`src/reset_stretch.sv`:
```
// shared constants and types plus the reset pulse stretcher
`timescale 1ns/1ps
package monitor_pin_pkg;
    // register byte offsets
    localparam logic [7:0] ADDR_CONFIG = 8'h00;
    localparam logic [7:0] ADDR_STATUS = 8'h04;
    localparam logic [7:0] ADDR_MASK = 8'h08;
    localparam logic [7:0] ADDR_PINS = 8'h0C;
    // configuration fields
    localparam int CFG_W = 4;
    localparam int CFG_OVERTEMP_DIGITAL = 0;
    localparam int CFG_INT_ENABLE = 1;
    localparam int CFG_GPI_DIGITAL = 2;
    localparam int CFG_GPI_ACTIVE_HIGH = 3;
    localparam logic [CFG_W-1:0] CONFIG_RESET = 4'h0;
    // status and mask fields
    localparam int STATUS_W = 5;
    localparam int ST_SUPPLY_EXT = 0;
    localparam int ST_COMBINED_RST = 1;
    localparam int ST_OVERTEMP_EXT = 2;
    localparam int ST_TRIP = 3;
    localparam int ST_GPI = 4;
    localparam logic [STATUS_W-1:0] STATUS_RESET = 5'h00;
    localparam logic [STATUS_W-1:0] MASK_RESET = 5'h00;
    // pin state register fields
    localparam int PINS_ADDR_LSB = 0;
    localparam int PINS_TEST = 2;
    localparam int PINS_SUPPLY_RST = 3;
    localparam int PINS_COMBINED_RST = 4;
    localparam int PINS_FAN_FULL = 5;
    // bus address: fixed high bits, low pair from the three-state pin
    localparam logic [4:0] BUS_ADDR_HIGH = 5'h0B;
    localparam logic [1:0] ADDR_LOW_FLOAT = 2'h0;
    localparam logic [1:0] ADDR_LOW_GND = 2'h2;
    localparam logic [1:0] ADDR_LOW_VCC = 2'h1;
    // synchronised pin indices
    localparam int IN_MR = 0;
    localparam int IN_SUPPLY_IO = 1;
    localparam int IN_VCC_LOW = 2;
    localparam int IN_VMON_LOW = 3;
    localparam int IN_TEST = 4;
    localparam int IN_ADDR_HI = 5;
    localparam int IN_ADDR_LO = 6;
    localparam int IN_OVERTEMP = 7;
    localparam int IN_GPI = 8;
    localparam int NUM_SYNC = 9;
    // timing
    localparam int CLK_PERIOD_PS = 5000;
    localparam int RESET_PULSE_TIME_NS = 200000;
    localparam int RESET_PULSE_CYCLES = (RESET_PULSE_TIME_NS * 1000) / CLK_PERIOD_PS;
    localparam int ECHO_HOLDOFF_CYCLES = 4;
    localparam int ADDR_SAMPLE_DELAY = 3;
    // one pad of the device: level driven and enable (low = driving)
    typedef struct packed {
        logic out;
        logic oe_n;
    } pin_drive_s;
endpackage : monitor_pin_pkg

module reset_stretch
    import monitor_pin_pkg::*;
#(
    parameter int PULSE_CYCLES = RESET_PULSE_CYCLES
)
(
    // clock and reset
    input wire logic pclk,
    input wire logic presetn,
    // condition and stretched result
    input wire logic cond_in,
    output logic active_reg
);
    localparam int CW = $clog2(PULSE_CYCLES + 1);
    localparam logic [CW-1:0] LOAD = CW'(PULSE_CYCLES);

    logic [CW-1:0] count_reg;

    // reload while the condition stands, count down once it clears
    always_ff @(posedge pclk or negedge presetn)
    begin
        if (!presetn)
            count_reg <= '0;
        else if (cond_in)
            count_reg <= LOAD;
        else if (count_reg != '0)
            count_reg <= count_reg - 1'b1;
    end

    // active from reset so outputs start asserted
    always_ff @(posedge pclk or negedge presetn)
    begin
        if (!presetn)
            active_reg <= 1'b1;
        else
            active_reg <= cond_in || (count_reg != '0);
    end
endmodule : reset_stretch

```
`src/monitor_pin_ctrl.sv`:
```
// pin-level control logic: resets, fan, over-temperature, general input, test mode
//
// The implementer's own choices: the placing of the registers and register access over APB.
`timescale 1ns/1ps

module monitor_pin_ctrl
    import monitor_pin_pkg::*;
#(
    parameter int PULSE_CYCLES = RESET_PULSE_CYCLES
)
(
    // clock and reset
    input wire logic pclk,
    input wire logic presetn,
    // apb slave
    input wire logic [7:0] paddr,
    input wire logic psel,
    input wire logic penable,
    input wire logic pwrite,
    input wire logic [31:0] pwdata,
    output logic [31:0] prdata,
    output logic pready,
    output logic pslverr,
    // pad inputs, asynchronous
    input wire logic manual_reset_in_n,
    input wire logic supply_reset_io_n_in,
    input wire logic supply_low,
    input wire logic second_supply_monitor_low,
    input wire logic fan_speed_or_test_enable,
    input wire logic address_select_or_test_out_hi,
    input wire logic address_select_or_test_out_lo,
    input wire logic diode2_neg_or_overtemp_io_n_in,
    input wire logic diode2_pos_or_general_input,
    // pad drives
    output pin_drive_s fan_shutoff_n_pin,
    output pin_drive_s supply_reset_io_n_pin,
    output pin_drive_s combined_reset_out_n_pin,
    output pin_drive_s diode2_neg_or_overtemp_io_n_pin,
    output pin_drive_s alert_n_pin,
    output pin_drive_s address_select_or_test_out_pin,
    // on-chip events
    input wire logic fan_off_request,
    input wire logic temp_setpoint_violation,
    input wire logic trip_point_violation,
    // on-chip results
    output logic fan_full_on,
    output logic nand_test_mode,
    output logic device_reset_req,
    output logic [6:0] bus_address,
    output logic irq
);
    logic [NUM_SYNC-1:0] pad_in;
    logic [NUM_SYNC-1:0] sync1_reg;
    logic [NUM_SYNC-1:0] sync2_reg;
    logic mr_low;
    logic vcc_low;
    logic vmon_low;
    logic combined_cond;
    logic supply_active;
    logic combined_active;
    logic [ECHO_HOLDOFF_CYCLES-1:0] supply_hist_reg;
    logic [ECHO_HOLDOFF_CYCLES-1:0] overtemp_hist_reg;
    logic overtemp_drive_reg;
    logic supply_ext_low;
    logic overtemp_ext_low;
    logic gpi_active;
    logic fan_shutoff_reg;
    logic alert_drive_reg;
    logic test_out_reg;
    logic [CFG_W-1:0] config_reg;
    logic [STATUS_W-1:0] status_reg;
    logic [STATUS_W-1:0] status_next;
    logic [STATUS_W-1:0] mask_reg;
    logic [STATUS_W-1:0] events;
    logic [1:0] addr_low_reg;
    logic [1:0] addr_wait_reg;
    logic addr_done_reg;
    logic setup_phase;
    logic access;
    logic wr_en;
    logic rd_status;
    logic addr_ok;
    logic [31:0] rdata_next;

    assign pad_in = {diode2_pos_or_general_input, diode2_neg_or_overtemp_io_n_in,
                     address_select_or_test_out_lo, address_select_or_test_out_hi,
                     fan_speed_or_test_enable, second_supply_monitor_low, supply_low,
                     supply_reset_io_n_in, manual_reset_in_n};

    // two-stage synchroniser for every pad input
    genvar gi;
    generate
        for (gi = 0; gi < NUM_SYNC; gi++)
        begin : g_sync
            always_ff @(posedge pclk or negedge presetn)
            begin
                // test pin resets to its idle level, else a false test entry follows reset
                if (!presetn)
                begin
                    sync1_reg[gi] <= (gi != IN_TEST);
                    sync2_reg[gi] <= (gi != IN_TEST);
                end
                else
                begin
                    sync1_reg[gi] <= pad_in[gi];
                    sync2_reg[gi] <= sync1_reg[gi];
                end
            end
        end
    endgenerate

    assign mr_low = !sync2_reg[IN_MR];
    assign vcc_low = sync2_reg[IN_VCC_LOW];
    assign vmon_low = sync2_reg[IN_VMON_LOW];
    assign combined_cond = mr_low || vcc_low || vmon_low;

    // both reset pins share one pulse count
    reset_stretch #(.PULSE_CYCLES(PULSE_CYCLES)) u_supply_stretch (
        .pclk(pclk),
        .presetn(presetn),
        .cond_in(vcc_low),
        .active_reg(supply_active)
    );

    reset_stretch #(.PULSE_CYCLES(PULSE_CYCLES)) u_combined_stretch (
        .pclk(pclk),
        .presetn(presetn),
        .cond_in(combined_cond),
        .active_reg(combined_active)
    );

    assign supply_reset_io_n_pin = '{out: 1'b0, oe_n: !supply_active};
    assign combined_reset_out_n_pin = '{out: 1'b0, oe_n: !combined_active};
    assign diode2_neg_or_overtemp_io_n_pin = '{out: 1'b0, oe_n: !overtemp_drive_reg};
    assign fan_shutoff_n_pin = '{out: 1'b0, oe_n: !fan_shutoff_reg};
    assign alert_n_pin = '{out: 1'b0, oe_n: !alert_drive_reg};
    assign address_select_or_test_out_pin = '{out: test_out_reg, oe_n: !nand_test_mode};

    // own drive echoes back through the synchroniser; ignore the pin until it settles
    always_ff @(posedge pclk or negedge presetn)
    begin
        if (!presetn)
        begin
            supply_hist_reg <= '1;
            overtemp_hist_reg <= '0;
        end
        else
        begin
            supply_hist_reg <= {supply_hist_reg[ECHO_HOLDOFF_CYCLES-2:0], supply_active};
            overtemp_hist_reg <= {overtemp_hist_reg[ECHO_HOLDOFF_CYCLES-2:0], overtemp_drive_reg};
        end
    end

    assign supply_ext_low = !sync2_reg[IN_SUPPLY_IO] && !supply_active && supply_hist_reg == '0;
    assign overtemp_ext_low = config_reg[CFG_OVERTEMP_DIGITAL] && !sync2_reg[IN_OVERTEMP]
                              && !overtemp_drive_reg && overtemp_hist_reg == '0;
    assign gpi_active = config_reg[CFG_GPI_DIGITAL]
                        && (sync2_reg[IN_GPI] == config_reg[CFG_GPI_ACTIVE_HIGH]);

    // pin drives
    always_ff @(posedge pclk or negedge presetn)
    begin
        if (!presetn)
        begin
            fan_shutoff_reg <= 1'b0;
            overtemp_drive_reg <= 1'b0;
            alert_drive_reg <= 1'b0;
            fan_full_on <= 1'b0;
            device_reset_req <= 1'b0;
        end
        else
        begin
            fan_shutoff_reg <= fan_off_request;
            overtemp_drive_reg <= config_reg[CFG_OVERTEMP_DIGITAL] && temp_setpoint_violation;
            alert_drive_reg <= config_reg[CFG_INT_ENABLE] && trip_point_violation;
            fan_full_on <= overtemp_ext_low;
            device_reset_req <= supply_ext_low;
        end
    end

    // connectivity test: address pin shows nand of the other test inputs
    always_ff @(posedge pclk or negedge presetn)
    begin
        if (!presetn)
        begin
            nand_test_mode <= 1'b0;
            test_out_reg <= 1'b0;
        end
        else
        begin
            nand_test_mode <= sync2_reg[IN_TEST];
            test_out_reg <= !(sync2_reg[IN_MR] && sync2_reg[IN_OVERTEMP] && sync2_reg[IN_GPI]);
        end
    end

    // address low bits caught once, a few cycles after release so synchronisers are valid
    always_ff @(posedge pclk or negedge presetn)
    begin
        if (!presetn)
        begin
            addr_wait_reg <= '0;
            addr_done_reg <= 1'b0;
            addr_low_reg <= ADDR_LOW_FLOAT;
        end
        else if (!addr_done_reg)
        begin
            if (addr_wait_reg == 2'(ADDR_SAMPLE_DELAY))
            begin
                addr_done_reg <= 1'b1;
                if (sync2_reg[IN_ADDR_HI])
                    addr_low_reg <= ADDR_LOW_VCC;
                else if (sync2_reg[IN_ADDR_LO])
                    addr_low_reg <= ADDR_LOW_GND;
                else
                    addr_low_reg <= ADDR_LOW_FLOAT;
            end
            else
                addr_wait_reg <= addr_wait_reg + 1'b1;
        end
    end

    always_ff @(posedge pclk or negedge presetn)
    begin
        if (!presetn)
            bus_address <= {BUS_ADDR_HIGH, ADDR_LOW_FLOAT};
        else
            bus_address <= {BUS_ADDR_HIGH, addr_low_reg};
    end

    // apb: one wait-free access phase, answer prepared in setup
    assign setup_phase = psel && !penable;
    assign access = psel && penable && pready;
    assign wr_en = access && pwrite;
    assign rd_status = access && !pwrite && paddr == ADDR_STATUS;
    assign addr_ok = paddr == ADDR_CONFIG || paddr == ADDR_STATUS || paddr == ADDR_MASK
                     || paddr == ADDR_PINS;

    always_comb
    begin
        rdata_next = 32'h0000_0000;
        unique case (paddr)
            ADDR_CONFIG: rdata_next[CFG_W-1:0] = config_reg;
            ADDR_STATUS: rdata_next[STATUS_W-1:0] = status_reg;
            ADDR_MASK: rdata_next[STATUS_W-1:0] = mask_reg;
            ADDR_PINS:
            begin
                rdata_next[PINS_ADDR_LSB +: 2] = addr_low_reg;
                rdata_next[PINS_TEST] = nand_test_mode;
                rdata_next[PINS_SUPPLY_RST] = supply_active;
                rdata_next[PINS_COMBINED_RST] = combined_active;
                rdata_next[PINS_FAN_FULL] = fan_full_on;
            end
            default: rdata_next = 32'h0000_0000;
        endcase
    end

    always_ff @(posedge pclk or negedge presetn)
    begin
        if (!presetn)
        begin
            pready <= 1'b0;
            pslverr <= 1'b0;
            prdata <= 32'h0000_0000;
        end
        else
        begin
            pready <= setup_phase;
            pslverr <= setup_phase && !addr_ok;
            prdata <= setup_phase ? rdata_next : 32'h0000_0000;
        end
    end

    always_ff @(posedge pclk or negedge presetn)
    begin
        if (!presetn)
        begin
            config_reg <= CONFIG_RESET;
            mask_reg <= MASK_RESET;
        end
        else if (wr_en && paddr == ADDR_CONFIG)
            config_reg <= pwdata[CFG_W-1:0];
        else if (wr_en && paddr == ADDR_MASK)
            mask_reg <= pwdata[STATUS_W-1:0];
    end

    // sticky status: set beats clear; general input bit clears on read only
    always_comb
    begin
        events = '0;
        events[ST_SUPPLY_EXT] = supply_ext_low;
        events[ST_COMBINED_RST] = combined_active;
        events[ST_OVERTEMP_EXT] = overtemp_ext_low;
        events[ST_TRIP] = trip_point_violation;
        events[ST_GPI] = gpi_active;
        status_next = status_reg;
        if (wr_en && paddr == ADDR_STATUS)
            status_next[ST_TRIP:0] = status_reg[ST_TRIP:0] & ~pwdata[ST_TRIP:0];
        if (rd_status)
            status_next[ST_GPI] = 1'b0;
        status_next = status_next | events;
    end

    always_ff @(posedge pclk or negedge presetn)
    begin
        if (!presetn)
        begin
            status_reg <= STATUS_RESET;
            irq <= 1'b0;
        end
        else
        begin
            status_reg <= status_next;
            irq <= |(status_next & mask_reg);
        end
    end
endmodule : monitor_pin_ctrl

```
`config.mk`:
```
export PLATFORM = sky130hd
export DESIGN_NAME = monitor_pin_ctrl
export DESIGN_NICKNAME = d
export VERILOG_FILES = /design/src/reset_stretch.sv /design/src/monitor_pin_ctrl.sv
export SDC_FILE = /design/constraint.sdc
export NUM_CORES = 1
export LEC_CHECK = 0
export BUFFER_PORTS_ARGS = -buffer_cell sky130_fd_sc_hd__buf_2
export CAP_MARGIN = 20
export CORE_AREA = 8 8 107 109
export DETAILED_ROUTE_END_ITERATION = 16
export DIE_AREA = 0 0 115 117
export PLACE_DENSITY = 0.74
export SYNTH_ARGS = -nofsm -noshare
export SYNTH_HDL_FRONTEND = slang
export SYNTH_SLANG_ARGS = --single-unit
```
`constraint.sdc`:
```
create_clock -name pclk -period 3.15 [get_ports pclk]
set_input_delay 0.63 -clock pclk [delete_from_list [all_inputs] [get_ports pclk]]
set_output_delay 0.63 -clock pclk [all_outputs]
set_load 0.01 [all_outputs]
```
## Yosys cells after proc, flatten, opt, wreduce, memory -nomap -nowiden

Index checks and enable logic that the tools add are counted.

- Logic and storage cells: 122
- Latch bits: 0
- Register bits: 97
- RAM bits: 0
- Memories: 0
- Bits in read-only memories: 0

- Divide/modulo/power cells: 0
- Bitwise gates (word level): 7
- $add $sub $neg: 3
- Magnitude comparators: 0
- $mul: 0
- Shift-type cells: 0
- Equal/unequal tests: 5
- Mux-type cells: 14
- Reductions and logical operators: 51

Operator list:

| operator | number |
|---|---|
| two-way mux 16 bit | 4 |
| nonzero test 16 bit | 2 |
| subtractor 16 x 1 -> 16 bit (second input constant) | 2 |
| logical AND 1 bit | 20 |
| == test 8 x 4 -> 1 bit (second input constant) | 2 |
| case mux 4 bit (4 select lines) | 1 |
| zero test 1 bit | 13 |
| == test 8 x 3 -> 1 bit (second input constant) | 1 |
| zero test 4 bit | 2 |
| zero test 8 bit | 1 |
| logical OR 1 bit | 7 |
| two-way mux 6 bit | 1 |
| AND reduction 2 bit | 3 |
| AND 5 bit | 1 |
| OR 5 bit | 1 |
| OR reduction 5 bit | 1 |
| AND 4 bit | 1 |
| two-way mux 1 bit | 4 |
| two-way mux 2 bit | 2 |
| two-way mux 4 bit | 1 |
| inverter 4 bit | 1 |
| nonzero test 2 bit | 2 |
| inverter 1 bit | 3 |
| case mux 1 bit (3 select lines) | 1 |
| other kinds (3) | 3 |

## Longest topological paths before layout

Gate-level depths: netlist (run 1).

- Word-level depth: 8
- Depth in mapped cells: 8
- Mapped depth without buffers: 7

## By module

Synthesis (run 1) repeated with hierarchy kept, for this count alone.

- Cells, all modules: 375
- Area, all modules: 4516.8 um^2

By module, submodules not included:

| module | area an instance (um^2) | times used | cells each | sequential area each (um^2) |
|---|---|---|---|---|
| monitor_pin_ctrl | 2567.5 | 1 | 183 | 1601.5 |
| reset_stretch | 974.7 | 2 | 96 | 426.7 |

## Least setup slack after synthesis (run 1)

OpenSTA, ideal clock, no wires.

- Path type: input-to-reg
- Start point: input port paddr[3]
- End point: register irq
- Slack: 1.130 ns
- Buffers on the path: 2
- Arrival: 1.896 ns
- Stages on the path: 7
- Path through: clkbuf_1 nor2b_1 and4_1 clkbuf_1 nand2_1 a21o_1 a211o_1

- Word-level cells in the longest chain between the ends: 6
- Elaborated cells on any way between the ends: 8
- Those cells by class: eq/ne (1); mux (2); bitwise (2); reduce/logical (3)

RTL lines:

| element | RTL line | RTL |
|---|---|---|
| start, declared | monitor_pin_ctrl.sv:16 | `input wire logic [7:0] paddr,` |
| == test 8 x 3 -> 1 bit | monitor_pin_ctrl.sv:296 | `if (wr_en && paddr == ADDR_STATUS)` |
| logical AND 1 bit | monitor_pin_ctrl.sv:296 |  |
| two-way mux 4 bit | monitor_pin_ctrl.sv:296 |  |
| OR 5 bit | monitor_pin_ctrl.sv:300 | `status_next = status_next \| events;` |
| net status_next[0] | monitor_pin_ctrl.sv:72 | `logic [STATUS_W-1:0] status_next;` |
| AND 5 bit | monitor_pin_ctrl.sv:313 | `irq <= \|(status_next & mask_reg);` |
| OR reduction 5 bit | monitor_pin_ctrl.sv:313 |  |
| end signal, assigned | monitor_pin_ctrl.sv:313 |  |
| end, declared | monitor_pin_ctrl.sv:50 | `output logic irq` |

The timed path passes the listed nets, and every way through them passes these cells.
A chain may end at the register's enable or synchronous reset.

## Worst setup path in the final report (run 1)

- Start point: register u_combined_stretch.count_reg[11]
- End point: register u_combined_stretch.count_reg[8]

- Word-level cells in the longest chain between the ends: 2

RTL lines:

| element | RTL line | RTL |
|---|---|---|
| start, declared | reset_stretch.sv:76 | `logic [CW-1:0] count_reg;` |
| start signal, assigned | reset_stretch.sv:86 | `count_reg <= count_reg - 1'b1;` |
| nonzero test 16 bit | reset_stretch.sv:85 | `else if (count_reg != '0)` |
| nonzero test 2 bit (no source line) | - |  |

No other way between the ends.

==> results.toml, run 1 <==
[setup_path]
critPathKind = "flip-flop to flip-flop"
startpoint = "u_combined_stretch.count_reg[11]$_DFFE_PN0P_"
number_of_cell_instances_on_the_worst_register_to_register_path = 5
critical_path.reg2reg.startpoint = "u_combined_stretch.count_reg[11]$_DFFE_PN0P_"
worst-endpoint-arrival_ns = 2.31
category_of_the_worst_setup_path_capture_point = "flip-flop"
crit-reg2reg-capture = "u_combined_stretch.count_reg[8]$_DFFE_PN0P_"
crit_path_max_fanout = 10
timing.critical_path.required_ns = 3.39
critical_path.startpoint_type = "flip-flop"
ff2ff_setup_slack_ns = 1.09
endpoint_of_the_worst_setup_timing_path = "u_combined_stretch.count_reg[8]$_DFFE_PN0P_"

[detailed_routing]
dr_total_vias = 2680
drt-vias-per-instance = 4.81
remaining_drc_errors = 0
firstDrtPassIters = 4
routedWlPerCell_um = 13.8
first_iter_violations = 84
ant_nets = 0
totalWireLength_mm = 7.66

[sta]
clock-skew-final_ns = 0.0117
timing.final.crit_share_pct = 65.4
finalSetupViolations = 0
final_max_slew_viol_count = 0
timing.fmax_mhz = 485
finalWorstPathRequiredPeriod_ns = 2.06
worst_pin_slew_ns = 0.682
grt_setup_unrepaired = "no"
hold_violations = 0
setup-tns-final_ns = 0
max-slew-margin-rel_pct = 54.2

[synthesis]
cell_area_after_synthesis_um2 = 4320
synth_cell_type_count = 55
share_of_the_yosys_chip_area_belonging_to_registers_pct = 56.8
synth_flop_cell = "sky130_fd_sc_hd__dfrtp_1"
synthCells = 365
syn-mean-instance-area_um2 = 11.8
yosys_warnings = 0
ffs_latches_synth = 97
post_synth_edffs = 0
synthArstFlopShare_pct = 100

[clock_tree]
postCtsHoldBufs = 0
cts_setup_buffers = 0
tritoncts.num_buffers = 9
tritoncts = "yes"
htreeDepth = 3
clk_root_buffer_cell = "sky130_fd_sc_hd__clkbuf_8"
clock_tree.buffer_depth = 2
clk_pin_slew_worst_paths_ns = 0.09
tritoncts_num_sinks = 97
insertion_delay_ns = 0.36
postCtsResizedCells = 0

[pwr]
vdd_ir_drop_max_mv = 0.278
power.share.clock_pct = 37.2
power_leakage_uw = 0.00216
p_int_uw = 1850
share_seq_of_total_power_pct = 53.9
report.power.total_uw = 2480
power.share.combinational_pct = 8.9
sw_share_pct = 25.5
cellPowerDensity_nw_per_um2 = 516
switching_power_uw = 631

[status]
outcome = "complete, no violations"

[flow_run]
total_of_max_cap_violations = 0

[layout]
nets = 478
post_layout_nonfiller_instances = 557
antenna_cells_inserted = 0
final_layout_size_suffix_gt1_share_pct = 27.8
area.growth.synth_to_final_pct = 11.2
fillerInstances = 929

[global_route]
grt_pass1_vias = 2669
total_congestion_overflow = 0
grt_first_pass_wirelength_mm = 12.4
grt_start_max_net_pins = 54
grtUsageTotal_pct = 11.6
antenna_found_initial = 0

[floorplan]
die_area_um2 = 13500
placeableCoreArea_um2 = 9910
placementRows = 37
die_h_um = 117
num_io_pins = 114
die-width_um = 115
initial_utilization_pct = 43.6

[placement]
placed_cells_incl_taps = 541
gp_congestion = 0.817
hpwlAfterDp_mm = 5.62
buffer_ports.inserted = 50

[worst_hold_path]
hold_path.class = "input port to async pin"
-- power by group through the flow --
stage	registers, uW	clock network [uW]	logic [uW]
floorplan	1350	0	178
global placement	1360	0	215
detailed placement	1360	0	222
CTS	1340	946	223
global route	1340	992	250
finish	1340	922	221
-- synth_stat cells, types with 2 or more instances --
cell,n,area share (%)
sky130_fd_sc_hd__dfrtp_1,75,43
sky130_fd_sc_hd__buf_4,37,6.4
sky130_fd_sc_hd__nor2_1,28,2.4
sky130_fd_sc_hd__dfstp_2,22,13
sky130_fd_sc_hd__nand2_1,19,1.7
sky130_fd_sc_hd__xnor2_1,16,3.2
sky130_fd_sc_hd__inv_1,13,1.1
sky130_fd_sc_hd__mux2_2,12,3.1
sky130_fd_sc_hd__nand2b_1,8,1.2
sky130_fd_sc_hd__nor3_1,8,0.93
sky130_fd_sc_hd__nor4_1,8,1.2
sky130_fd_sc_hd__xor2_1,8,1.6
sky130_fd_sc_hd__and3_1,7,1.0
sky130_fd_sc_hd__a21oi_1,6,0.70
sky130_fd_sc_hd__clkbuf_1,6,0.52
sky130_fd_sc_hd__nor2b_1,6,0.87
sky130_fd_sc_hd__o21ai_0,6,0.70
sky130_fd_sc_hd__or4_1,6,1.0
sky130_fd_sc_hd__a211oi_1,5,0.87
sky130_fd_sc_hd__a21o_1,5,0.87
sky130_fd_sc_hd__ha_1,5,1.4
sky130_fd_sc_hd__nand3_1,5,0.58
sky130_fd_sc_hd__mux4_2,4,2.1
sky130_fd_sc_hd__nor3b_1,4,0.70
sky130_fd_sc_hd__or3_1,4,0.58
sky130_fd_sc_hd__and2_1,3,0.43
sky130_fd_sc_hd__nand3b_1,3,0.52
sky130_fd_sc_hd__nand4_1,3,0.43
sky130_fd_sc_hd__a211o_1,2,0.41
sky130_fd_sc_hd__a31oi_1,2,0.29
sky130_fd_sc_hd__and4_1,2,0.41
sky130_fd_sc_hd__conb_1,2,0.17
sky130_fd_sc_hd__nor3_2,2,0.46
sky130_fd_sc_hd__nor4_2,2,0.58
-- worst min path at each step --
stage	start	end	slack [ns]	cells after the start
2_1_floorplan	presetn	addr_done_reg$_DFF_PN0_	0.33	0
3_3_place_gp	sync2_reg[4]$_DFF_PN0_	nand_test_mode$_DFF_PN0_	0.34	0
3_5_place_dp	sync1_reg[4]$_DFF_PN0_	sync2_reg[4]$_DFF_PN0_	0.34	0
4_1_cts	presetn	prdata[5]$_DFF_PN0_	0.26	1
5_1_grt	presetn	nand_test_mode$_DFF_PN0_	0.29	1
6_report	presetn	nand_test_mode$_DFF_PN0_	0.26	1
-- routing by layer --
layer	GRT usage (%)	routed length [um]
met1	14.2	3360
met2	18.7	3510
met3	3.39	688
met4	5.25	96
met5	0	0
-- worst max-delay path: stages, from the launching register on --
cell and delay [ns]:
sky130_fd_sc_hd__dfrtp_1 0.42, sky130_fd_sc_hd__or4_1 0.68, sky130_fd_sc_hd__nor3_4 0.40, sky130_fd_sc_hd__a2111oi_0 0.20
sky130_fd_sc_hd__xnor2_1 0.18, sky130_fd_sc_hd__nor2_1 0.05
-- kinds of logic after synthesis --
group / after synthesis / share of synthesized area [%]
simple gates: 130 / 17.9
flops: 97 / 56.8
buf+inv: 58 / 8.46
compound gates: 32 / 4.90
xor+xnor: 24 / 4.87
mux: 17 / 5.45
fa+ha+maj: 5 / 1.45
other cells: 2 / 0.174
-- cells in the final DEF, fill, tap and decap left out, types with 2 or more instances in the layout --
cell type and n:
sky130_fd_sc_hd__a21o_1 5, sky130_fd_sc_hd__xor2_1 8, sky130_fd_sc_hd__inv_8 3, sky130_fd_sc_hd__and2_1 3
sky130_fd_sc_hd__or4_1 6, sky130_fd_sc_hd__nor2_1 28, sky130_fd_sc_hd__nand3_1 5, sky130_fd_sc_hd__xnor2_1 16
sky130_fd_sc_hd__nor4_1 8, sky130_fd_sc_hd__o21ai_0 6, sky130_fd_sc_hd__mux4_2 4, sky130_fd_sc_hd__buf_2 49
sky130_fd_sc_hd__and3_1 7, sky130_fd_sc_hd__or3_1 4, sky130_fd_sc_hd__mux2_2 12, sky130_fd_sc_hd__nor2b_1 6
sky130_fd_sc_hd__conb_1 36, sky130_fd_sc_hd__a211o_1 2, sky130_fd_sc_hd__ha_1 5, sky130_fd_sc_hd__a21oi_1 6
sky130_fd_sc_hd__and4_1 2, sky130_fd_sc_hd__nor3b_1 4, sky130_fd_sc_hd__a211oi_1 5, sky130_fd_sc_hd__bufinv_16 2
sky130_fd_sc_hd__dfrtp_1 75, sky130_fd_sc_hd__nand2b_1 8, sky130_fd_sc_hd__nand2_1 19, sky130_fd_sc_hd__nor3_2 2
sky130_fd_sc_hd__nand3b_1 3, sky130_fd_sc_hd__nand4_1 3, sky130_fd_sc_hd__dfstp_2 22, sky130_fd_sc_hd__clkbuf_8 9
sky130_fd_sc_hd__inv_1 13, sky130_fd_sc_hd__nor3_1 8, sky130_fd_sc_hd__nor4_2 2, sky130_fd_sc_hd__a31oi_1 2
-- through the flow --
stage | util [%] | hold WS, ns | cell area (um^2) | worst slack (ns)
finish | 48.5 | 0.255 | 4800 | 1.09
global route | 48.5 | 0.290 | 4800 | 0.952
CTS | 48.5 | 0.262 | 4800 | 1.08
detailed placement | 46.2 | 0.336 | 4570 | 0.739
global placement | 46.2 | 0.336 | 4570 | 0.792
floorplan | - | 0.331 | 4450 | 1.13
-- layout make-up --
cell class	count	area, um^2	share of cell area, %
Sequential cell	97	2450	51.1
Multi-Input combinational cell	244	1630	33.9
Timing Repair Buffer	51	273	5.68
Tap cell	136	170	3.54
Clock buffer	9	124	2.58
Clock inverter	7	108	2.24
Inverter	13	48.8	1.02
Note: power is estimated with default switching activity, not from simulation.
==> run 2: changes to the inputs <==
- ABC_AREA: not set -> 1
- CORE_AREA: 8 8 107 109 -> 8 8 110 112
- DIE_AREA: 0 0 115 117 -> 0 0 118 120
- PLACE_DENSITY: 0.74 -> 0.73
- clock period: 3.15 -> 2 ns (I/O delays scaled with it)
==> run 2 against run 1 <==
  * Final cell count is 33% higher
  * Register-to-register slack got worse by 0.78 ns
  * Final area rose by 6.2%
  * Synthesized area rose by 5.8%
  * Setup slack lost 0.78 ns
  * Clock power rose by 37%
  * Global-route usage is 1.9 points higher
  * Combinational power rose by 82%
  * Count of clock-buffer cells in the layout unchanged
  * First-iteration DRC count increased to 2.9 times the previous value
  * Non-clock buffer count rose by 5
  * Power up 51%
  * Largest cell class unchanged
  * Largest power group unchanged
==> results.toml, run 2 <==
[detailed_routing]
routedWlPerCell_um = 12.0
ant_nets = 0
firstDrtPassIters = 5
drt-vias-per-instance = 4.60
remaining_drc_errors = 0
totalWireLength_mm = 8.94
first_iter_violations = 242
dr_total_vias = 3419

[setup_path]
crit-reg2reg-capture = "u_supply_stretch.count_reg[5]$_DFFE_PN0P_"
worst-endpoint-arrival_ns = 1.94
crit_path_max_fanout = 5
timing.critical_path.required_ns = 2.25
critPathKind = "flip-flop to flip-flop"
category_of_the_worst_setup_path_capture_point = "flip-flop"
number_of_cell_instances_on_the_worst_register_to_register_path = 6
critical_path.reg2reg.startpoint = "u_supply_stretch.count_reg[11]$_DFFE_PN0P_"
worst_path_max_delay_cell = "sky130_fd_sc_hd__dfrtp_1"
ff2ff_setup_slack_ns = 0.31
critical_path.startpoint_type = "flip-flop"
worstPathCellList = "nor2_1 > nand2_1 > nor4_1 > nand3_1 > clkinv_1 > nor3_1"
critical-path-max-stage-delay_ns = 0.41

[floorplan]
placementRows = 38
num_io_pins = 114
placeableCoreArea_um2 = 10500
die_h_um = 120
initial_utilization_pct = 43.5
die-width_um = 118
die_area_um2 = 14200

[sta]
finalWorstPathRequiredPeriod_ns = 1.69
timing.fmax_mhz = 592
fin_ws_ns = 0.310
final_max_slew_viol_count = 0
finalSetupViolations = 0
grt_setup_unrepaired = "no"
timing.final.crit_share_pct = 84.5
clock-skew-final_ns = 0.0119
worst_hold_slack_ns = 0.126
hold_violations = 0
setup-tns-final_ns = 0

[layout]
nets = 660
antenna_cells_inserted = 0
layout_common_cells = "sky130_fd_sc_hd__nand2_1 (102), sky130_fd_sc_hd__nor2_1 (75), sky130_fd_sc_hd__dfrtp_1 (75)"
fillerInstances = 992
area.growth.synth_to_final_pct = 11.6
layout_commonest_cell = "sky130_fd_sc_hd__nand2_1"
final_layout_size_suffix_gt1_share_pct = 17.7
design_area_um2 = 5100

[placement]
buffer_ports.inserted = 50
hpwlAfterDp_mm = 6.80
placement.setup.worst_slack_ns = 0.350
detailed_place.area_um2 = 4890
gp_congestion = 0.929

[pwr]
cellPowerDensity_nw_per_um2 = 735
vdd_ir_drop_max_mv = 0.353
report.power.total_uw = 3750
power_leakage_uw = 0.00261

[global_route]
grt_start_max_net_pins = 48
grtUsageTotal_pct = 13.5
grt_pass1_vias = 3419
grt_first_pass_wirelength_mm = 16.0
antenna_found_initial = 0
total_congestion_overflow = 0

[synthesis]
post-synth-top-area-cell = "sky130_fd_sc_hd__dfrtp_1"
cell_area_after_synthesis_um2 = 4570
share_of_the_yosys_chip_area_belonging_to_registers_pct = 53.7
post_synth_edffs = 0
synth_most_common_cell = "sky130_fd_sc_hd__nand2_1"
netlist_top_cells_count = "sky130_fd_sc_hd__nand2_1 (102), sky130_fd_sc_hd__dfrtp_1 (75), sky130_fd_sc_hd__nor2_1 (75)"
syn-mean-instance-area_um2 = 8.51
synth_flop_cell = "sky130_fd_sc_hd__dfrtp_1"
synthCells = 537
yosys_warnings = 0
netlist_top_cells_area = "sky130_fd_sc_hd__dfrtp_1 (41%), sky130_fd_sc_hd__dfstp_2 (13%), sky130_fd_sc_hd__nand2_1 (8.4%)"
synthArstFlopShare_pct = 100
post-synth-top-area-fraction_pct = 41.1
ffs_latches_synth = 97
synth_cell_type_count = 35

[clock_tree]
postCtsResizedCells = 0
clk_root_buffer_cell = "sky130_fd_sc_hd__clkbuf_8"
cts_setup_buffers = 0
htreeDepth = 3
postCtsHoldBufs = 1
clock_tree.buffer_depth = 2
tritoncts.num_buffers = 9
insertion_delay_ns = 0.36
tritoncts = "yes"
clk_pin_slew_worst_paths_ns = 0.10
tritoncts_num_sinks = 97

[worst_hold_path]
hold-path-cell-count = 1
worstHoldStart = "diode2_pos_or_general_input"
min_delay_worst_endpoint = "sync1_reg[8]$_DFF_PN1_"
hold_path.class = "input port to flip-flop"

[status]
outcome = "complete, no violations"

[flow_run]
total_of_max_cap_violations = 0
run 2: final cells by class:
type                       count  area, um^2  share of cell area (%)
clock buffer                   9         124                    2.43
tap                          140         175                    3.43
sequential                    97        2450                    48.1
timing repair buffer          56         313                    6.13
clock inverter                 7        81.3                    1.59
inverter                      88         330                    6.48
multi-input combinational    346        1620                    31.8
run 2: cells by family after synthesis:
logic type / Yosys count / synth area share, %
simple gates: 249 / 23.7
buf+inv: 128 / 13.6
flops: 97 / 53.7
compound gates: 45 / 5.42
xor+xnor: 11 / 2.11
fa+ha+maj: 5 / 1.37
other cells: 2 / 0.164
run 2: where the power goes:
part / total, uW / internal, uW / switching (uW)
combinational: 403 / 128 / 275
clock: 1260 / 499 / 760
sequential: 2090 / 2040 / 47.4
run 2: worst max-delay path by stage:
stage                                                     startpoint                                         to  slack (ns)  depth (start not counted)
after floorplan                                             paddr[4]                    mask_reg[0]$_DFFE_PN0P_        0.58                          8
after global placement                                      paddr[4]                    mask_reg[1]$_DFFE_PN0P_        0.40                          9
after global routing      u_supply_stretch.count_reg[11]$_DFFE_PN0P_  u_supply_stretch.count_reg[8]$_DFFE_PN0P_        0.13                          6
after CTS                 u_supply_stretch.count_reg[11]$_DFFE_PN0P_  u_supply_stretch.count_reg[5]$_DFFE_PN0P_        0.32                          6
final                     u_supply_stretch.count_reg[11]$_DFFE_PN0P_  u_supply_stretch.count_reg[5]$_DFFE_PN0P_        0.31                          6
after detailed placement  u_supply_stretch.count_reg[11]$_DFFE_PN0P_  u_supply_stretch.count_reg[5]$_DFFE_PN0P_        0.35                          6
run 2: per-stage QoR:
stage	util [%]	std cells
global route	48.5	743
finish	48.5	743
floorplan	-	571
global placement	46.5	726
detailed placement	46.5	726
CTS	48.5	743
run 2: routing by layer:
layer	track usage [%]	wire, um	vias up
li1	-	-	1723
met1	16.8	4110	1577
met2	21.5	4120	100
met3	3.85	527	19
met4	6.41	182	0
met5	0	0	-
run 2: critical path, delay by kind of cell (launching register included):
family / cells / cell delay (ns)
AND/OR/NAND/NOR: 5 / 0.99
flip-flops: 1 / 0.41
buffers and inverters: 1 / 0.18
==> run 3: changes to the inputs <==
- ABC_AREA: 1 -> 0
- CORE_AREA: 8 8 110 112 -> 8 8 107 109
- DIE_AREA: 0 0 118 120 -> 0 0 115 117
- PLACE_DENSITY: 0.73 -> 0.77
- clock period: 2 -> 1.4 ns (I/O delays scaled with it)
==> run 3 against run 2 <==
  * The run now ends with setup timing left
  * Setup slack got worse by 0.81 ns
  * First-iteration DRC count fell by 36%
  * Clock power rose by 37%
  * Sequential share of layout area fell by 7.7 points
  * Non-clock buffer count rose by 96
  * Register-to-register slack got worse by 0.81 ns
  * Via count fell by 6.6%
  * Flip-flop and latch count did not move
  * Critical path depth fell by 1
  * Critical endpoint is now u_supply_stretch.count_reg[13]$_DFFE_PN0P_
  * Largest cell class unchanged
==> results.toml, run 3 (synthesized netlist as in run 1, its figures left out) <==
[status]
outcome = "complete, but fails checks"
violations_in_the_final_reports = "setup timing"

[setup_path]
ff2ff_setup_slack_ns = -0.50
category_of_the_worst_setup_path_capture_point = "flip-flop"
critical-path-top-delay-family = "simple AND/OR/NAND/NOR gates"
worst-endpoint-arrival_ns = 2.21
cp.buffers_inverters = 0
critical-path-max-stage-delay_ns = 0.57
worst_path_max_delay_cell = "sky130_fd_sc_hd__or4_4"
worstPathCellList = "or4_4 > nor3_4 > or4b_4 > xor2_2 > nor2_1"
critical_path.startpoint_type = "flip-flop"
crit_path_max_fanout = 3
critPathKind = "flip-flop to flip-flop"
timing.critical_path.required_ns = 1.71

[placement]
hpwlAfterDp_mm = 6.58
detailed_place.area_um2 = 5200
placement.setup.worst_slack_ns = -0.460
buffer_ports.inserted = 50
gp_congestion = 0.848

[global_route]
grtUsageTotal_pct = 14.6
grt_start_max_net_pins = 56
total_congestion_overflow = 0
grt_pass1_vias = 3335
grt_first_pass_wirelength_mm = 15.6
antenna_found_initial = 0

[sta]
finalSetupViolations = 39
clock-skew-final_ns = 0.00966
final_max_slew_viol_count = 0
finalWorstPathRequiredPeriod_ns = 1.90
hold_violations = 0
worst_hold_slack_ns = 0.117
fin_ws_ns = -0.499
setup-tns-final_ns = -12.51
timing.fmax_mhz = 527
grt_setup_unrepaired = "yes"
timing.final.crit_share_pct = 136

[floorplan]
placeableCoreArea_um2 = 9910
die_h_um = 117
initial_utilization_pct = 43.6
die_area_um2 = 13500
placementRows = 37
num_io_pins = 114
die-width_um = 115

[clock_tree]
clock_tree.buffer_depth = 2
tritoncts_num_sinks = 97
htreeDepth = 3
tritoncts = "yes"
clk_root_buffer_cell = "sky130_fd_sc_hd__clkbuf_8"
insertion_delay_ns = 0.37
clk_pin_slew_worst_paths_ns = 0.10
tritoncts.num_buffers = 9

[layout]
final_layout_size_suffix_gt1_share_pct = 50.4
fillerInstances = 754
nets = 579
layout_common_cells = "sky130_fd_sc_hd__dfrtp_1 (75), sky130_fd_sc_hd__buf_4 (74), sky130_fd_sc_hd__buf_2 (47)"
layout_commonest_cell = "sky130_fd_sc_hd__dfrtp_1"
final_core_utilization_pct = 61.4
design_area_um2 = 6080
antenna_cells_inserted = 0
area.growth.synth_to_final_pct = 40.8

[detailed_routing]
firstDrtPassIters = 4
ant_nets = 0
remaining_drc_errors = 0
routedWlPerCell_um = 15.3
first_iter_violations = 156
dr_total_vias = 3195
totalWireLength_mm = 10.1
drt-vias-per-instance = 4.86

[pwr]
vdd_ir_drop_max_mv = 0.433
power.share.combinational_pct = 17.8
share_seq_of_total_power_pct = 52.1
power_leakage_uw = 0.00280
cellPowerDensity_nw_per_um2 = 943
sw_share_pct = 28.6
power.share.clock_pct = 30.0
switching_power_uw = 1640
p_int_uw = 4090

[flow_run]
total_of_max_cap_violations = 0

[worst_hold_path]
hold_path.class = "input port to flip-flop"
run 3: cell types whose count changed in the layout (fill, tap and decap cells not counted), sizes merged, moves of 19 or more:
| cell | before | now |
|---|---|---|
| nand2 | 103 | 19 |
| o21ai | 26 | 7 |
| buf | 55 | 141 |
| inv | 85 | 18 |
| nand3 | 39 | 5 |
| nor2 | 77 | 28 |
run 3: area by class of cell:
| cell class | instances | area [um^2] | share of cell area, % |
|---|---|---|---|
| clock inverters | 7 | 58.8 | 0.967 |
| inverters | 13 | 48.8 | 0.803 |
| multi-input cells | 244 | 2080 | 34.2 |
| repair buffers | 152 | 1140 | 18.8 |
| well taps | 136 | 170 | 2.80 |
| flip-flops and latches | 97 | 2450 | 40.4 |
| clock buffers | 9 | 124 | 2.04 |
run 3: worst register-to-register path, cell delays in order, from the launching register on:
cell and delay, ns:
sky130_fd_sc_hd__dfrtp_1 0.39, sky130_fd_sc_hd__or4_4 0.57, sky130_fd_sc_hd__nor3_4 0.14, sky130_fd_sc_hd__or4b_4 0.50, sky130_fd_sc_hd__xor2_2 0.16, sky130_fd_sc_hd__nor2_1 0.09
run 3: per-stage QoR:
| step | power (uW) | std cells |
|---|---|---|
| final | 5730 | 658 |
| after detailed placement | 3790 | 610 |
| after CTS | 5690 | 649 |
| after floorplan | 3480 | 399 |
| after global routing | 5990 | 658 |
| after global placement | 3770 | 610 |
run 3: worst paths after layout:
check / from / endpoint / cells after the start
worst max-delay path: u_supply_stretch.count_reg[7]$_DFFE_PN0P_ / u_supply_stretch.count_reg[13]$_DFFE_PN0P_ / 5
worst min-delay path: temp_setpoint_violation / overtemp_drive_reg$_DFF_PN0_ / 2
worst max register to register: u_supply_stretch.count_reg[7]$_DFFE_PN0P_ / u_supply_stretch.count_reg[13]$_DFFE_PN0P_ / 5
worst min register to register: sync1_reg[4]$_DFF_PN0_ / sync2_reg[4]$_DFF_PN0_ / 0
max in group asynchronous: presetn / sync2_reg[7]$_DFF_PN1_ / 3
min in group asynchronous: presetn / prdata[3]$_DFF_PN0_ / 2
run 3: timing repair:
| item | in CTS | in global routing |
|---|---|---|
| cloned | 0 | 0 |
| pin swaps | 30 | 38 |
| buffers inserted | 12 | 10 |
| endpoints found under the setup margin | 46 | 47 |
| hold endpoints to repair | 24 | 0 |
| hold buffers | 11 | 0 |
| gates resized for setup | 60 | 35 |
run 3: power by group through the flow:
stage	clock network (uW)	logic (uW)	registers, uW
6_report	1720	1020	2990
5_1_grt	1880	1110	3000
3_3_place_gp	0	735	3030
4_1_cts	1770	932	2980
2_1_floorplan	0	430	3050
3_5_place_dp	0	756	3040
run 3: per-layer routing:
metal  wire length [um]  track usage (%)  up-vias
met3                710             3.39       27
met2               5050             25.1      105
met4                254             6.83        0
met5                  0                0        -
met1               4040             17.1     1584
li1                   -                -     1479
